$ cat config.mk
export PLATFORM = sky130hd
export DESIGN_NAME = pwm_gen
export DESIGN_NICKNAME = d
export VERILOG_FILES = /design/src/verilog/pwm_pkg.sv /design/src/verilog/pwm_gen.sv
export VERILOG_INCLUDE_DIRS = /design/src /design/src/verilog
export SDC_FILE = /design/constraint.sdc
export NUM_CORES = 1
export LEC_CHECK = 0
export BUFFER_PORTS_ARGS = -buffer_cell sky130_fd_sc_hd__buf_2
export CAP_MARGIN = 20
export CORE_MARGIN = 2
export CORE_UTILIZATION = 36
export DETAILED_ROUTE_END_ITERATION = 16
export PLACE_DENSITY = 0.68
export SETUP_SLACK_MARGIN = 0.05
export SLEW_MARGIN = 20
export SYNTH_ARGS = -nofsm -noshare
export SYNTH_HDL_FRONTEND = slang
export SYNTH_SLANG_ARGS = --single-unit
$ cat constraint.sdc
create_clock -name pclk -period 3.2 [get_ports pclk]
set_input_delay 0.32 -clock pclk [delete_from_list [all_inputs] [get_ports pclk]]
set_output_delay 0.32 -clock pclk [all_outputs]
set_load 0.005 [all_outputs]
$ cat src/verilog/pwm_params.svh
// pwm generator register map and timing constants
// assumes an apb slave with 32-bit data, one aligned word per register
`ifndef PWM_PARAMS_SVH
`define PWM_PARAMS_SVH
`define PWM_OFS_CONTROL 16'hffd0
`define PWM_OFS_DATA_HIGH 16'hffd1
`define PWM_OFS_DATA_LOW 16'hffd2
`define PWM_ADDR_CONTROL 18'h3ff40
`define PWM_ADDR_DATA_HIGH 18'h3ff44
`define PWM_ADDR_DATA_LOW 18'h3ff48
`define PWM_HIGH_BITS 6
`define PWM_LOW_BITS 8
`define PWM_HIGH_RESET 6'h00
`define PWM_LOW_RESET 8'h00
`define PWM_SEL_RESET 1'h0
`define PWM_DIV_FAST 2
`define PWM_DIV_SLOW 4
`define PWM_PERIOD_FAST 16384
`define PWM_PERIOD_SLOW 32768
`endif

$ cat src/verilog/pwm_pkg.sv
// pwm generator types
// field widths are written as numbers here and must match pwm_params.svh
package pwm_pkg;
  typedef struct packed {
    logic [5:0] high;
    logic [7:0] low;
  } pwm_duty_t;
  typedef enum logic {
    PWM_DIV2,
    PWM_DIV4
  } pwm_div_t;
endpackage : pwm_pkg
$ cat src/verilog/pwm_gen.sv
// 14-bit pwm generator with apb register access
// assumes apb master in the pclk domain; pwm_out drives an output pin
//
// Function
// - select 0 gives clock/2 input, full period 16384 system cycles.
// - select 0 gives a one system cycle duty step.
// - high data register keeps duty bits 13..8 in bits 5..0.
// - low data register keeps duty bits 7..0.
`timescale 1ns/1ps
`include "pwm_params.svh"

module pwm_gen #(
  parameter int DUTY_BITS = 14
) (
  // apb
  input wire logic pclk,
  input wire logic presetn,
  input wire logic psel,
  input wire logic penable,
  input wire logic pwrite,
  input wire logic [31:0] paddr,
  input wire logic [31:0] pwdata,
  output logic [31:0] prdata,
  output logic pready,
  output logic pslverr,
  // pin
  output logic pwm_out
);

  // elaboration check: the duty value is the two data registers side by side
  if (DUTY_BITS != `PWM_HIGH_BITS + `PWM_LOW_BITS) begin : g_bad_width
    $error("DUTY_BITS must equal the data register widths");
  end

  // one bit more than the duty value covers the slow period
  localparam int CNT_BITS = DUTY_BITS + 1;
  localparam logic [CNT_BITS-1:0] FAST_LAST = CNT_BITS'(`PWM_PERIOD_FAST - 1);
  localparam logic [CNT_BITS-1:0] SLOW_LAST = CNT_BITS'(`PWM_PERIOD_SLOW - 1);

  // register state
  pwm_pkg::pwm_duty_t duty;
  pwm_pkg::pwm_div_t clock_divider_select;

  // period counter and compare
  logic [CNT_BITS-1:0] cycle_count;
  logic [CNT_BITS-1:0] next_cycle_count;
  logic [CNT_BITS-1:0] last_count;
  logic period_end;
  logic [DUTY_BITS-1:0] position;
  logic [DUTY_BITS-1:0] duty_value;
  logic duty_hit;
  logic next_pwm_out;

  // bus decode
  logic access;
  logic wr_en;
  logic upper_zero;
  logic sel_control;
  logic sel_high;
  logic sel_low;
  logic addr_hit;
  logic wr_control;
  logic wr_high;
  logic wr_low;

  // a transfer is taken at the access edge; zero wait states
  assign access = psel && penable;
  assign wr_en = access && pwrite;

  // byte address is four times the register index; upper bits must be clear
  assign upper_zero = (paddr[31:18] == 14'h0000);
  assign sel_control = upper_zero && (paddr[17:0] == `PWM_ADDR_CONTROL);
  assign sel_high = upper_zero && (paddr[17:0] == `PWM_ADDR_DATA_HIGH);
  assign sel_low = upper_zero && (paddr[17:0] == `PWM_ADDR_DATA_LOW);
  assign addr_hit = sel_control || sel_high || sel_low;

  assign wr_control = wr_en && sel_control;
  assign wr_high = wr_en && sel_high;
  assign wr_low = wr_en && sel_low;

  // unmapped addresses are refused and change nothing
  assign pready = 1'b1;
  assign pslverr = access && !addr_hit;

  // registers are write only; reads return zero
  assign prdata = 32'h0000_0000;

  always_ff @(posedge pclk or negedge presetn) begin
    if (!presetn) begin
      clock_divider_select <= pwm_pkg::pwm_div_t'(`PWM_SEL_RESET);
    end else if (wr_control) begin
      clock_divider_select <= pwm_pkg::pwm_div_t'(pwdata[0]);
    end
  end

  always_ff @(posedge pclk or negedge presetn) begin
    if (!presetn) begin
      duty.high <= `PWM_HIGH_RESET;
    end else if (wr_high) begin
      duty.high <= pwdata[5:0];
    end
  end

  always_ff @(posedge pclk or negedge presetn) begin
    if (!presetn) begin
      duty.low <= `PWM_LOW_RESET;
    end else if (wr_low) begin
      duty.low <= pwdata[7:0];
    end
  end

  always_comb begin
    case (clock_divider_select)
      pwm_pkg::PWM_DIV2: begin
        last_count = FAST_LAST;
      end
      pwm_pkg::PWM_DIV4: begin
        last_count = SLOW_LAST;
      end
      default: begin
        last_count = FAST_LAST;
      end
    endcase
  end

  // at or past the end, so a switch to /2 late in a slow period still wraps
  assign period_end = (cycle_count >= last_count);

  always_comb begin
    if (period_end) begin
      next_cycle_count = '0;
    end else begin
      next_cycle_count = cycle_count + CNT_BITS'(1);
    end
  end

  always_ff @(posedge pclk or negedge presetn) begin
    if (!presetn) begin
      cycle_count <= '0;
    end else begin
      cycle_count <= next_cycle_count;
    end
  end

  // one cycle per step at /2, two at /4
  always_comb begin
    case (clock_divider_select)
      pwm_pkg::PWM_DIV2: begin
        position = cycle_count[DUTY_BITS-1:0];
      end
      pwm_pkg::PWM_DIV4: begin
        position = cycle_count[DUTY_BITS:1];
      end
      default: begin
        position = cycle_count[DUTY_BITS-1:0];
      end
    endcase
  end

  assign duty_value = duty;
  assign duty_hit = (position < duty_value);
  assign next_pwm_out = duty_hit;

  always_ff @(posedge pclk or negedge presetn) begin
    if (!presetn) begin
      pwm_out <= 1'b0;
    end else begin
      pwm_out <= next_pwm_out;
    end
  end
endmodule : pwm_gen

==> metrics.log, run 1 <==
INFO  metric drt_pre_antenna_iters = 4
INFO  metric ys_seq_area_share = 35.3%
INFO  metric layout.cells.most_common = buf_2
INFO  metric maximum_number_of_pins_on_one_net_before_global_route_repair = 32
INFO  metric synthDominantAreaCellType = dfrtp_1
INFO  metric die_area = 6750 sq um
INFO  metric clk_pin_slew_worst_paths = 0.07 ns
INFO  metric insertedDiodeCount = 0
INFO  metric timing.slew.headroom = 54.6%
INFO  metric finalHoldViolations = 0
INFO  metric row_count = 28
INFO  metric cts.htree.levels = 2
INFO  metric finalWorstSetupSlack = 0.875 ns
INFO  metric final_min_period = about 2.3 ns
INFO  metric global_route_wire_length_before_repair = 7200 microns
INFO  metric core_area = around 6000 sq um
INFO  metric worst_ep_required_time = 3.37 ns
INFO  metric cts_max_path_buffers = 2
INFO  metric chipWidth = 82.2 microns
INFO  metric clockPowerShare = 40.7%
INFO  metric critPathMaxFanout = 8
INFO  metric grt_use_total = approximately 14%
INFO  metric port_buffers = 46
INFO  metric ys_types = 28
INFO  metric crit_start = paddr[19]
INFO  metric switching_share = approximately a quarter
INFO  metric worst_slack_after_detailed_placement = 0.574 ns
INFO  metric num_vias = 1629
INFO  metric flow.area_growth_from_synthesis = 11.9%
INFO  metric cellInternalPower = ~560 uW
INFO  metric routabilityCongestion = 0.836
INFO  metric boundaryPins = ~100
INFO  metric cts_bufs_inserted = 5
INFO  metric post_cts_setup_buffer_count = 0
INFO  metric routed_wirelength = 4040 microns
INFO  metric clockRootBuffer = clkbuf_8
INFO  metric die-height = 82.2 microns
INFO  metric min_period_over_period = 72.7%
INFO  metric combinationalPowerShare = approximately 6.8%
INFO  metric cp-start-kind = input port
INFO  metric grt_antenna_before_repair = 0
INFO  metric irDropWorstVdd = about 0.23 mV
INFO  metric ctsHoldBuffers = 0
INFO  metric dpl.hpwl = 3260 microns
INFO  metric final.setup.tns = 0 ns
INFO  metric hold-worst-slack = 0.0739 ns
INFO  metric remaining_number_of_nets_flagged_by_the_antenna_check_after_routing = 0
INFO  metric setup_repair_after_global_routing_missed_its_margin = false
INFO  metric drc = 0
INFO  metric power_density = roughly 300 nW/um^2
INFO  metric synth_top_area_share = 35.3%
INFO  metric number_of_synthesized_register_bits = 31
INFO  metric worst_hold_path_type = input port to asynchronous set/reset pin
INFO  metric initial_detailed_routing_violation_count = 41
INFO  metric finalSetupViolations = 0
INFO  metric clock-sinks = 31
INFO  metric r2r_slack = 0.99 ns
INFO  metric start_util = 37.2%
INFO  metric yosysWarnings = 0
INFO  metric synth.cell_area = 2200 sq um
INFO  metric synth_area_leaders = dfrtp_1 (35%), mux2_2 (13%), buf_4 (11%)
INFO  metric arrival = 2.50 ns
INFO  metric cts_repair_resize_count = 0
INFO  metric netSwitchingPower = 182 uW
INFO  metric worstMarginPinSlew = 0.682 ns
INFO  metric worst_r2r_path_depth = 6
INFO  metric first_global_vias = 1629
INFO  metric fillers = 583
INFO  metric drv.max_cap_violation_count = 0
INFO  metric cts_tree = built
INFO  metric leakage = 1.21 nW
INFO  metric final.setup_skew = around 0.0026 ns
INFO  metric synthesis.instances = 228
INFO  metric relative_contribution_of_sequential_cells_to_total_power = between 50 and 60%
INFO  metric drt-vias-per-instance = 4.65
INFO  metric drive_above_1_share = 29.8%
INFO  metric layout_common_cells = buf_2 (46), conb_1 (33), dfrtp_1 (31)
INFO  metric grt_overflow_total = 0
INFO  metric timing.rr.start = clock_divider_select
INFO  metric worstSetupEndpointType = flop
INFO  metric clock_latency = approximately 0.28 ns
INFO  metric status = complete, no violations
INFO  metric slew_violations = 0
INFO  metric critical_path_class = input port to flop
INFO  metric synth_area_per_cell = 9.65 sq um
INFO  metric routedWlPerCell = ~12 microns
INFO  metric regToRegEndpoint = pwm_out
INFO  metric fmax = 430 MHz
INFO  metric nNetsFinal = 358
-- stage by stage --
step	total power [mW]	cell area [sq um]	cells	util [%]
floorplan	0.442	2320	259	-
global placement	0.448	2370	342	40.1
detailed placement	0.450	2370	342	40.1
CTS	0.755	2460	350	41.6
global route	0.780	2460	350	41.6
finish	0.746	2460	350	41.6
-- worst max-delay path, cell delays in order --
cell and delay (ns):
buf_2 0.09, or4b_1 0.52, or4_4 0.55, nor4_4 0.60
mux2_2 0.40
-- metal layers --
metal  track usage (%)  routed length (microns)
met3              3.70                      154
met4              5.17                       53
met1              17.0                     1840
met2              23.2                     2000
met5                 0                        0
-- kinds of logic after synthesis --
family	Yosys count	share of synthesized area, %
AOI/OAI and AO/OA	20	5.63
other	2	0.341
DFF	31	35.3
and+or+nand+nor	62	16.3
xor gates and xnor gates	12	4.78
muxes	26	13.3
adders and majority gates	15	8.53
buffers and inverters	60	15.9
-- how the worst max path moves through the flow --
stage                     endpoint  slack (ns)  depth (start not counted)
after floorplan            duty[0]        0.87                          4
after global placement     duty[5]        0.59                          5
after detailed placement   duty[5]        0.57                          5
after CTS                  duty[5]        0.88                          5
after global routing       pwm_out        0.80                          6
final                      duty[5]        0.88                          5
-- registers in the layout, indices dropped and copies added, names as in the netlist --
| register | cells |
|---|---|
| cycle_count | 15 |
| pwm_out | 1 |
| duty | 14 |
| clock_divider_select | 1 |
-- synth_stat cells --
cell	count
or4bb_1	1
a21oi_1	6
xor2_1	3
a311oi_1	1
and4_1	1
dfrtp_1	31
conb_1	2
o21ai_0	6
or4b_1	1
mux2i_1	1
a21o_1	5
nand2_1	7
or4_4	1
o211a_1	1
inv_1	22
a211oi_1	1
mux2_2	25
nand4_1	11
xnor2_1	9
clkbuf_1	5
nand3_1	6
nor4_4	2
buf_4	33
nor3_1	4
nor2_1	19
nand4b_1	1
ha_1	15
nor4_1	8
-- final cells by class --
cell class	count	area, sq um	area share, %
Sequential cell	31	776	31.5
Clock buffer	5	68.8	2.79
Timing Repair Buffer	46	230	9.35
Tap cell	75	93.8	3.81
Multi-Input combinational cell	168	1190	48.4
Inverter	22	82.6	3.35
Clock inverter	3	20.0	0.813
-- power by group through the flow --
stage               clock (mW)  sequential (mW)  combinational (mW)
CTS                      0.313            0.392              0.0505
global route             0.328            0.391              0.0609
finish                   0.304            0.392              0.0504
global placement             0            0.399              0.0489
floorplan                    0            0.399              0.0424
detailed placement           0            0.399              0.0504
(Power assumes the default switching activity.)
==> run 2, diff against run 1 <==
==> constraint.sdc (replaced) <==
create_clock -name pclk -period 2.2 [get_ports pclk]
set_input_delay 0.22 -clock pclk [delete_from_list [all_inputs] [get_ports pclk]]
set_output_delay 0.22 -clock pclk [all_outputs]
set_load 0.005 [all_outputs]
==> run 2 against run 1 <==
  * Non-clock buffer count increased by 8
  * Largest cell class unchanged
  * Routed wire length decreased by 4.2%
  * Critical endpoint is now duty[7]
  * Core utilization is 0.99 points higher
  * Combinational power grew 47%
  * First-iteration DRC count rose to 2.6 times the previous value
  * Design area increased by 2.4%
  * Clock skew rose by 0.0016 ns
  * Register-to-register slack lost 0.79 ns
  * Clock power grew 42%
  * Die area stayed put
  * Highest routed layer unchanged
==> metrics.log, run 2 (synthesized netlist as in run 1, its figures left out) <==
INFO  metric cts_tree = built (unchanged)
INFO  metric num_vias = 1663 (was 1629)
INFO  metric timing.critical_path.slowest_cell_delay = 0.54 ns (was 0.60 ns)
INFO  metric routed_wirelength = 3870 microns (was 4040 microns)
INFO  metric setup_repair_after_global_routing_missed_its_margin = false (unchanged)
INFO  metric final_min_period = 2.01 ns
INFO  metric status = complete, no violations (unchanged)
INFO  metric irDropWorstVdd = 0.228 mV (was 0.230 mV)
INFO  metric drc = 0 (unchanged)
INFO  metric leakage = 1.26 nW (was 1.21 nW)
INFO  metric die_area = 6750 sq um (unchanged)
INFO  metric clock-sinks = 31 (unchanged)
INFO  metric nNetsFinal = 366 (was 358)
INFO  metric final.setup_skew = 0.00419 ns (was 0.00258 ns)
INFO  metric largest_register_by_flop_count = cycle_count (unchanged)
INFO  metric critical_path_class = input port to flop (unchanged)
INFO  metric fmax = about 500 MHz
INFO  metric arrival = 2.18 ns (was 2.50 ns)
INFO  metric clockRootBuffer = clkbuf_8 (unchanged)
INFO  metric cp-start-kind = input port (unchanged)
INFO  metric min_period_over_period = 91.5%
INFO  metric routabilityCongestion = 0.819 (was 0.836)
INFO  metric grt_use_total = 13.3% (was 13.8%)
INFO  metric boundaryPins = 104 (unchanged)
INFO  metric chipWidth = 82.2 microns (unchanged)
INFO  metric die-height = 82.2 microns (unchanged)
INFO  metric cts.htree.levels = 2 (unchanged)
INFO  metric slew_violations = 0 (unchanged)
INFO  metric hold-worst-slack = 0.173 ns (was 0.0739 ns)
INFO  metric flip_flop_count_of_the_largest_register_after_layout = 15 (unchanged)
INFO  metric post_cts_setup_buffer_count = 0 (unchanged)
INFO  metric remaining_number_of_nets_flagged_by_the_antenna_check_after_routing = 0 (unchanged)
INFO  metric largest_registers = cycle_count x15, duty x14 (unchanged)
INFO  metric drt-vias-per-instance = 4.65 (about the same)
INFO  metric dpl.hpwl = 3170 microns (was 3260 microns)
INFO  metric clock_latency = 0.28 ns (about the same)
INFO  metric start_util = 37.2% (unchanged)
INFO  metric cp_num_cells = 6 (was 5)
INFO  metric cts_repair_resize_count = 0 (unchanged)
INFO  metric final.setup.tns = 0 ns (unchanged)
INFO  metric row_count = 28 (unchanged)
INFO  metric cts_max_path_buffers = 2 (unchanged)
INFO  metric routedWlPerCell = 10.8 microns (was 11.6 microns)
INFO  metric critical_path.cell_chain = buf_2 -> or4bb_1 -> or4_4 -> nor4_4 -> buf_4 -> mux2_2 (was buf_2 -> or4b_1 -> or4_4 -> nor4_4 -> mux2_2)
INFO  metric timing.slew.headroom = 55.4% (was 54.6%)
INFO  metric power_density = 427 nW/um^2 (was 303 nW/um^2)
INFO  metric critPathBufInv = 2 (was 1)
INFO  metric grt_antenna_before_repair = 0 (unchanged)
INFO  metric core_area = 5920 sq um (unchanged)
INFO  metric cpMaxStageDelayCell = or4_4 (was nor4_4)
INFO  metric drv.max_cap_violation_count = 0 (unchanged)
INFO  metric critPathMaxFanout = 8 (unchanged)
INFO  metric layout.cells.most_common = buf_2 (unchanged)
INFO  metric finalHoldViolations = 0 (unchanged)
INFO  metric hold_critical_path_depth = 2
INFO  metric maximum_number_of_pins_on_one_net_before_global_route_repair = 32 (unchanged)
INFO  metric layout_common_cells = buf_2 (46), conb_1 (33), dfrtp_1 (31) (unchanged)
INFO  metric first_global_vias = 1609 (was 1629)
INFO  metric insertedDiodeCount = 0 (unchanged)
INFO  metric worst_r2r_path_depth = 7 (was 6)
INFO  metric finalSetupViolations = 0 (unchanged)
INFO  metric port_buffers = 46 (unchanged)
INFO  metric worst_ep_required_time = 2.37 ns (was 3.37 ns)
INFO  metric global_route_wire_length_before_repair = 6840 microns (was 7200 microns)
INFO  metric cts_bufs_inserted = 5 (unchanged)
INFO  metric worstSetupEndpointType = flop (unchanged)
INFO  metric initial_detailed_routing_violation_count = 107 (was 41)
INFO  metric clk_pin_slew_worst_paths = 0.06 ns (was 0.07 ns)
INFO  metric grt_overflow_total = 0 (unchanged)
INFO  metric flow.area_growth_from_synthesis = 14.6% (was 11.9%)
INFO  metric critical-path-top-delay-family = simple AND/OR/NAND/NOR gates (unchanged)
INFO  metric ctsHoldBuffers = 1 (was 0)
INFO  metric worst_hold_path_type = input port to flop (was input port to asynchronous set/reset pin)
INFO  metric drive_above_1_share = 31.1% (was 29.8%)
INFO  metric worstMarginPinSlew = 0.669 ns (was 0.682 ns)
INFO  metric drt_pre_antenna_iters = 4 (unchanged)
[run 2: cell types whose count changed in the layout (fill, tap and decap cells not counted)]
cell / delta
clkinvlp_4: -1
buf_4: +7
dlygate4sd3_1: +1
clkbuf_1: +1
[run 2: area by class of cell]
cell class / count / area (sq um)
sequential: 31 / 776
multi-input combinational: 168 / 1190
tap: 75 / 93.8
fill: 600 / 3400
clock inverter: 2 / 12.5
clock buffer: 6 / 72.6
inverter: 22 / 82.6
timing repair buffer: 54 / 293
[run 2: per-layer routing]
metal  global-route usage (%)  wire length, microns  share of wire, %  vias up
met3                     4.02                   205               5.3        5
met2                     22.4                  1900                49       50
met4                     4.50                    59               1.5        0
li1                         -                     -                 -      831
met1                     16.1                  1710                44      777
met5                        0                     0                 0        -
[run 2: where the power goes]
| part | total, mW | switching, mW | internal [mW] |
|---|---|---|---|
| registers | 0.570 | 0.000000000458 | 0.570 |
| clock network | 0.433 | 0.212 | 0.221 |
| logic | 0.0742 | 0.0415 | 0.0327 |
| total | 1.08 | 0.254 | 0.823 |
[run 2: worst register-to-register path, stage by stage, from the launching register on]
cell,delay (ns)
dfrtp_1,0.46
buf_4,0.21
mux2_2,0.34
ha_1,0.29
a21o_1,0.18
a21o_1,0.17
a21oi_1,0.14
o211a_1,0.15
[run 2: final timing paths]
| kind | slack [ns] | end | startpoint |
|---|---|---|---|
| max | 0.19 | duty[7] | paddr[4] |
| min | 0.17 | duty[6] | pwdata[6] |
| max reg2reg | 0.20 | pwm_out | clock_divider_select |
| min reg2reg | 0.51 | duty[1] | duty[1] |
| max in group asynchronous | 1.25 | duty[6] | presetn |
| min in group asynchronous | 0.51 | cycle_count[13] | presetn |
[run 2: metrics by stage]
| step | instance area, sq um | worst slack, ns | util, % | cells | power (mW) |
|---|---|---|---|---|---|
| final | 2520 | 0.188 | 42.6 | 358 | 1.08 |
| after detailed placement | 2430 | -0.124 | 41.0 | 349 | 0.655 |
| after CTS | 2520 | 0.183 | 42.6 | 358 | 1.10 |
| after global placement | 2430 | -0.0995 | 41.0 | 349 | 0.653 |
| after global routing | 2520 | 0.0596 | 42.6 | 358 | 1.14 |
| after floorplan | 2320 | -0.0267 | - | 259 | 0.643 |
==> run 3, diff against run 2 <==
--- a/config.mk
+++ b/config.mk
@@ -11,7 +11,7 @@
 export CORE_MARGIN = 2
 export CORE_UTILIZATION = 36
 export DETAILED_ROUTE_END_ITERATION = 16
-export PLACE_DENSITY = 0.68
+export PLACE_DENSITY_LB_ADDON = 0.1
 export SETUP_SLACK_MARGIN = 0.05
 export SLEW_MARGIN = 20
 export SYNTH_ARGS = -nofsm -noshare
==> run 3 against run 2 <==
  * The run now ends with hold timing left
  * Flip-flop and latch count stayed put
  * First-iteration DRC count is 40% lower
  * Die area stayed put
  * Hold slack worse by 0.18 ns
  * Cell count is 0.28% higher
  * Setup slack worse by 0.051 ns
  * Register-to-register slack hardly changed
  * Sequential share of layout area is 0.39 points lower
  * Sequential power hardly changed
  * Critical path depth stayed put
  * Power is 5.1% higher
  * Maximum frequency is 2.5% lower
  * Critical endpoint is now duty[4]
==> metrics.log, run 3 (synthesized netlist as in run 1, its figures left out) <==
INFO  metric largest_register_by_flop_count = cycle_count (unchanged)
INFO  metric drt-vias-per-instance = 4.57 (was 4.65)
INFO  metric routabilityCongestion = 0.724 (was 0.819)
INFO  metric worstSetupEndpointType = flop (unchanged)
INFO  metric nNetsFinal = 367 (was 366)
INFO  metric power_density = 443 nW/um^2 (was 427 nW/um^2)
INFO  metric cts_bufs_inserted = 5 (unchanged)
INFO  metric slew_violations = 0 (unchanged)
INFO  metric clockPowerShare = 43.1% (was 40.2%)
INFO  metric core_area = 5920 sq um (unchanged)
INFO  metric drv.max_cap_violation_count = 0 (unchanged)
INFO  metric switching_share = 21.6% (was 23.6%)
INFO  metric leakage = 1.28 nW (was 1.26 nW)
INFO  metric grt_overflow_total = 0 (unchanged)
INFO  metric global_route_wire_length_before_repair = 7070 microns (was 6840 microns)
INFO  metric flow.area_growth_from_synthesis = 16.1% (was 14.6%)
INFO  metric finalSetupViolations = 0 (unchanged)
INFO  metric critPathMaxFanout = 6 (was 8)
INFO  metric grt_use_total = 13.8% (was 13.3%)
INFO  metric layout.cell_area.non_filler = 2550 sq um (was 2520 sq um)
INFO  metric start_util = 37.2% (unchanged)
INFO  metric fmax = 485 MHz (was 497 MHz)
INFO  metric port_buffers = 46 (unchanged)
INFO  metric cpMaxStageDelayCell = or4_4 (unchanged)
INFO  metric dpl.hpwl = 3440 microns (was 3170 microns)
INFO  metric maximum_number_of_pins_on_one_net_before_global_route_repair = 32 (unchanged)
INFO  metric row_count = 28 (unchanged)
INFO  metric drt_pre_antenna_iters = 4 (unchanged)
INFO  metric timing.critical_path.slowest_cell_delay = 0.55 ns (was 0.54 ns)
INFO  metric worstMarginPinSlew = 0.698 ns (was 0.669 ns)
INFO  metric critPathBufInv = 2 (unchanged)
INFO  metric drive_above_1_share = 31.7% (was 31.1%)
INFO  metric routedWlPerCell = 11.8 microns (was 10.8 microns)
INFO  metric combinationalPowerShare = 6.5% (was 6.9%)
INFO  metric multiInputGateArea = 1190 sq um (unchanged)
INFO  metric setup_repair_after_global_routing_missed_its_margin = false (unchanged)
INFO  metric grt_antenna_before_repair = 0 (unchanged)
INFO  metric insertedDiodeCount = 0 (unchanged)
INFO  metric flip_flop_count_of_the_largest_register_after_layout = 15 (unchanged)
INFO  metric post_cts_setup_buffer_count = 0 (unchanged)
INFO  metric fillers = 602 (was 600)
INFO  metric seq_area = 776 sq um (unchanged)
INFO  metric drc = 0 (unchanged)
INFO  metric clk_pin_slew_worst_paths = 0.06 ns (about the same)
INFO  metric worst_ep_required_time = 2.36 ns (was 2.37 ns)
INFO  metric routed_wirelength = 4230 microns (was 3870 microns)
INFO  metric num_vias = 1640 (was 1663)
INFO  metric timing.rr.start = clock_divider_select (unchanged)
INFO  metric arrival = 2.22 ns (was 2.18 ns)
INFO  metric die_area = 6750 sq um (unchanged)
INFO  metric critical_path_class = input port to flop (unchanged)
INFO  metric cp-start-kind = input port (unchanged)
INFO  metric cts.htree.levels = 2 (unchanged)
INFO  metric cellInternalPower = 887 uW (was 823 uW)
INFO  metric remaining_number_of_nets_flagged_by_the_antenna_check_after_routing = 0 (unchanged)
INFO  metric clock_latency = 0.28 ns (about the same)
INFO  metric cts_tree = built (unchanged)
INFO  metric critical-path-top-delay-family = simple AND/OR/NAND/NOR gates (unchanged)
INFO  metric layout.cells.most_common = buf_2 (unchanged)
INFO  metric netSwitchingPower = 245 uW (was 254 uW)
INFO  metric layout_common_cells = buf_2 (46), conb_1 (33), dfrtp_1 (31) (unchanged)
INFO  metric hold-worst-slack = -0.0112 ns (was 0.173 ns)
INFO  metric status = finished, violations left (was complete, no violations)
INFO  metric relative_contribution_of_sequential_cells_to_total_power = 50.4% (was 52.9%)
INFO  metric first_global_vias = 1620 (was 1609)
INFO  metric cts_repair_resize_count = 0 (unchanged)
INFO  metric timing.slew.headroom = 53.5% (was 55.4%)
INFO  metric chipWidth = 82.2 microns (unchanged)
INFO  metric crit_start = paddr[4] (unchanged)
INFO  metric clock-sinks = 31 (unchanged)
INFO  metric die-height = 82.2 microns (unchanged)
INFO  metric failed_checks = hold timing
INFO  metric clockRootBuffer = clkbuf_8 (unchanged)
INFO  metric initial_detailed_routing_violation_count = 64 (was 107)
INFO  metric min_period_over_period = 93.8% (was 91.5%)
INFO  metric placed_cell_area = 2450 sq um (was 2430 sq um)
INFO  metric irDropWorstVdd = 0.239 mV (was 0.228 mV)
INFO  metric worst_hold_path_type = input port to asynchronous set/reset pin (was input port to flop)
INFO  metric final_min_period = 2.06 ns (was 2.01 ns)
INFO  metric final.setup_skew = 0.00476 ns (was 0.00419 ns)
INFO  metric finalHoldViolations = 31 (was 0)
INFO  metric critical_path.cell_chain = buf_2 -> or4bb_1 -> or4_4 -> nor4_4 -> buf_4 -> mux2_2 (unchanged)
INFO  metric boundaryPins = 104 (unchanged)
INFO  metric largest_registers = cycle_count x15, duty x14 (unchanged)
INFO  metric cts_max_path_buffers = 2 (unchanged)
INFO  metric ctsHoldBuffers = 0 (was 1)
==> run 3: cell types whose count changed in the layout (fill, tap and decap cells not counted), sizes merged <==
cell / previous run / this run
clkinvlp: 1 / 0
dlygate4sd3: 1 / 0
clkinv: 1 / 0
buf: 53 / 55
clkbuf: 6 / 8
==> run 3: power groups by stage <==
stage          Combinational, mW  Clock (mW)  Sequential (mW)
2_1_floorplan             0.0618           0            0.581
3_3_place_gp              0.0741           0            0.581
3_5_place_dp              0.0748           0            0.581
4_1_cts                   0.0751       0.511            0.570
5_1_grt                   0.0877       0.540            0.569
6_report                  0.0741       0.487            0.570
==> run 3: layout make-up <==
class | count | area share [%]
timing repair buffer | 55 | 12.2
inverter | 22 | 3.23
clock buffer | 8 | 3.92
multi-input combinational | 168 | 46.6
sequential | 31 | 30.4
tap | 75 | 3.67
==> run 3: layer usage <==
layer  share of wire, %  track usage (%)  vias up
li1                   -                -      833
met1                 45             15.6      761
met2                 50             25.3       44
met3                3.7             2.93        2
met4                1.2             5.00        0
met5                  0                0        -
==> run 3: stage by stage <==
step	power [mW]	utilization, %	std cells	TNS [ns]	setup WS, ns
after floorplan	0.643	-	259	-0.213	-0.0267
after global placement	0.655	41.4	351	-1.38	-0.140
after detailed placement	0.655	41.4	351	-1.66	-0.169
after CTS	1.16	43.1	359	0	0.131
after global routing	1.20	43.1	359	0	0.0772
final	1.13	43.1	359	0	0.137
==> run 3: path summary, 6_finish.rpt <==
check	to	slack [ns]	depth (start not counted)
max reg2reg	pwm_out	0.20	7
min reg2reg	cycle_count[0]	0.50	1
max	duty[4]	0.14	6
min	cycle_count[14]	-0.01	1
max in group asynchronous	duty[8]	1.76	1
min in group pclk	duty[6]	0.17	2
==> run 3: worst reg2reg max path: cells and delay by family, from the launching register on <==
kind	cells	cell delay (ns)
compound gates	4	0.66
flops	1	0.42
mux	1	0.36
fa+ha+maj	1	0.29
buf+inv	1	0.22
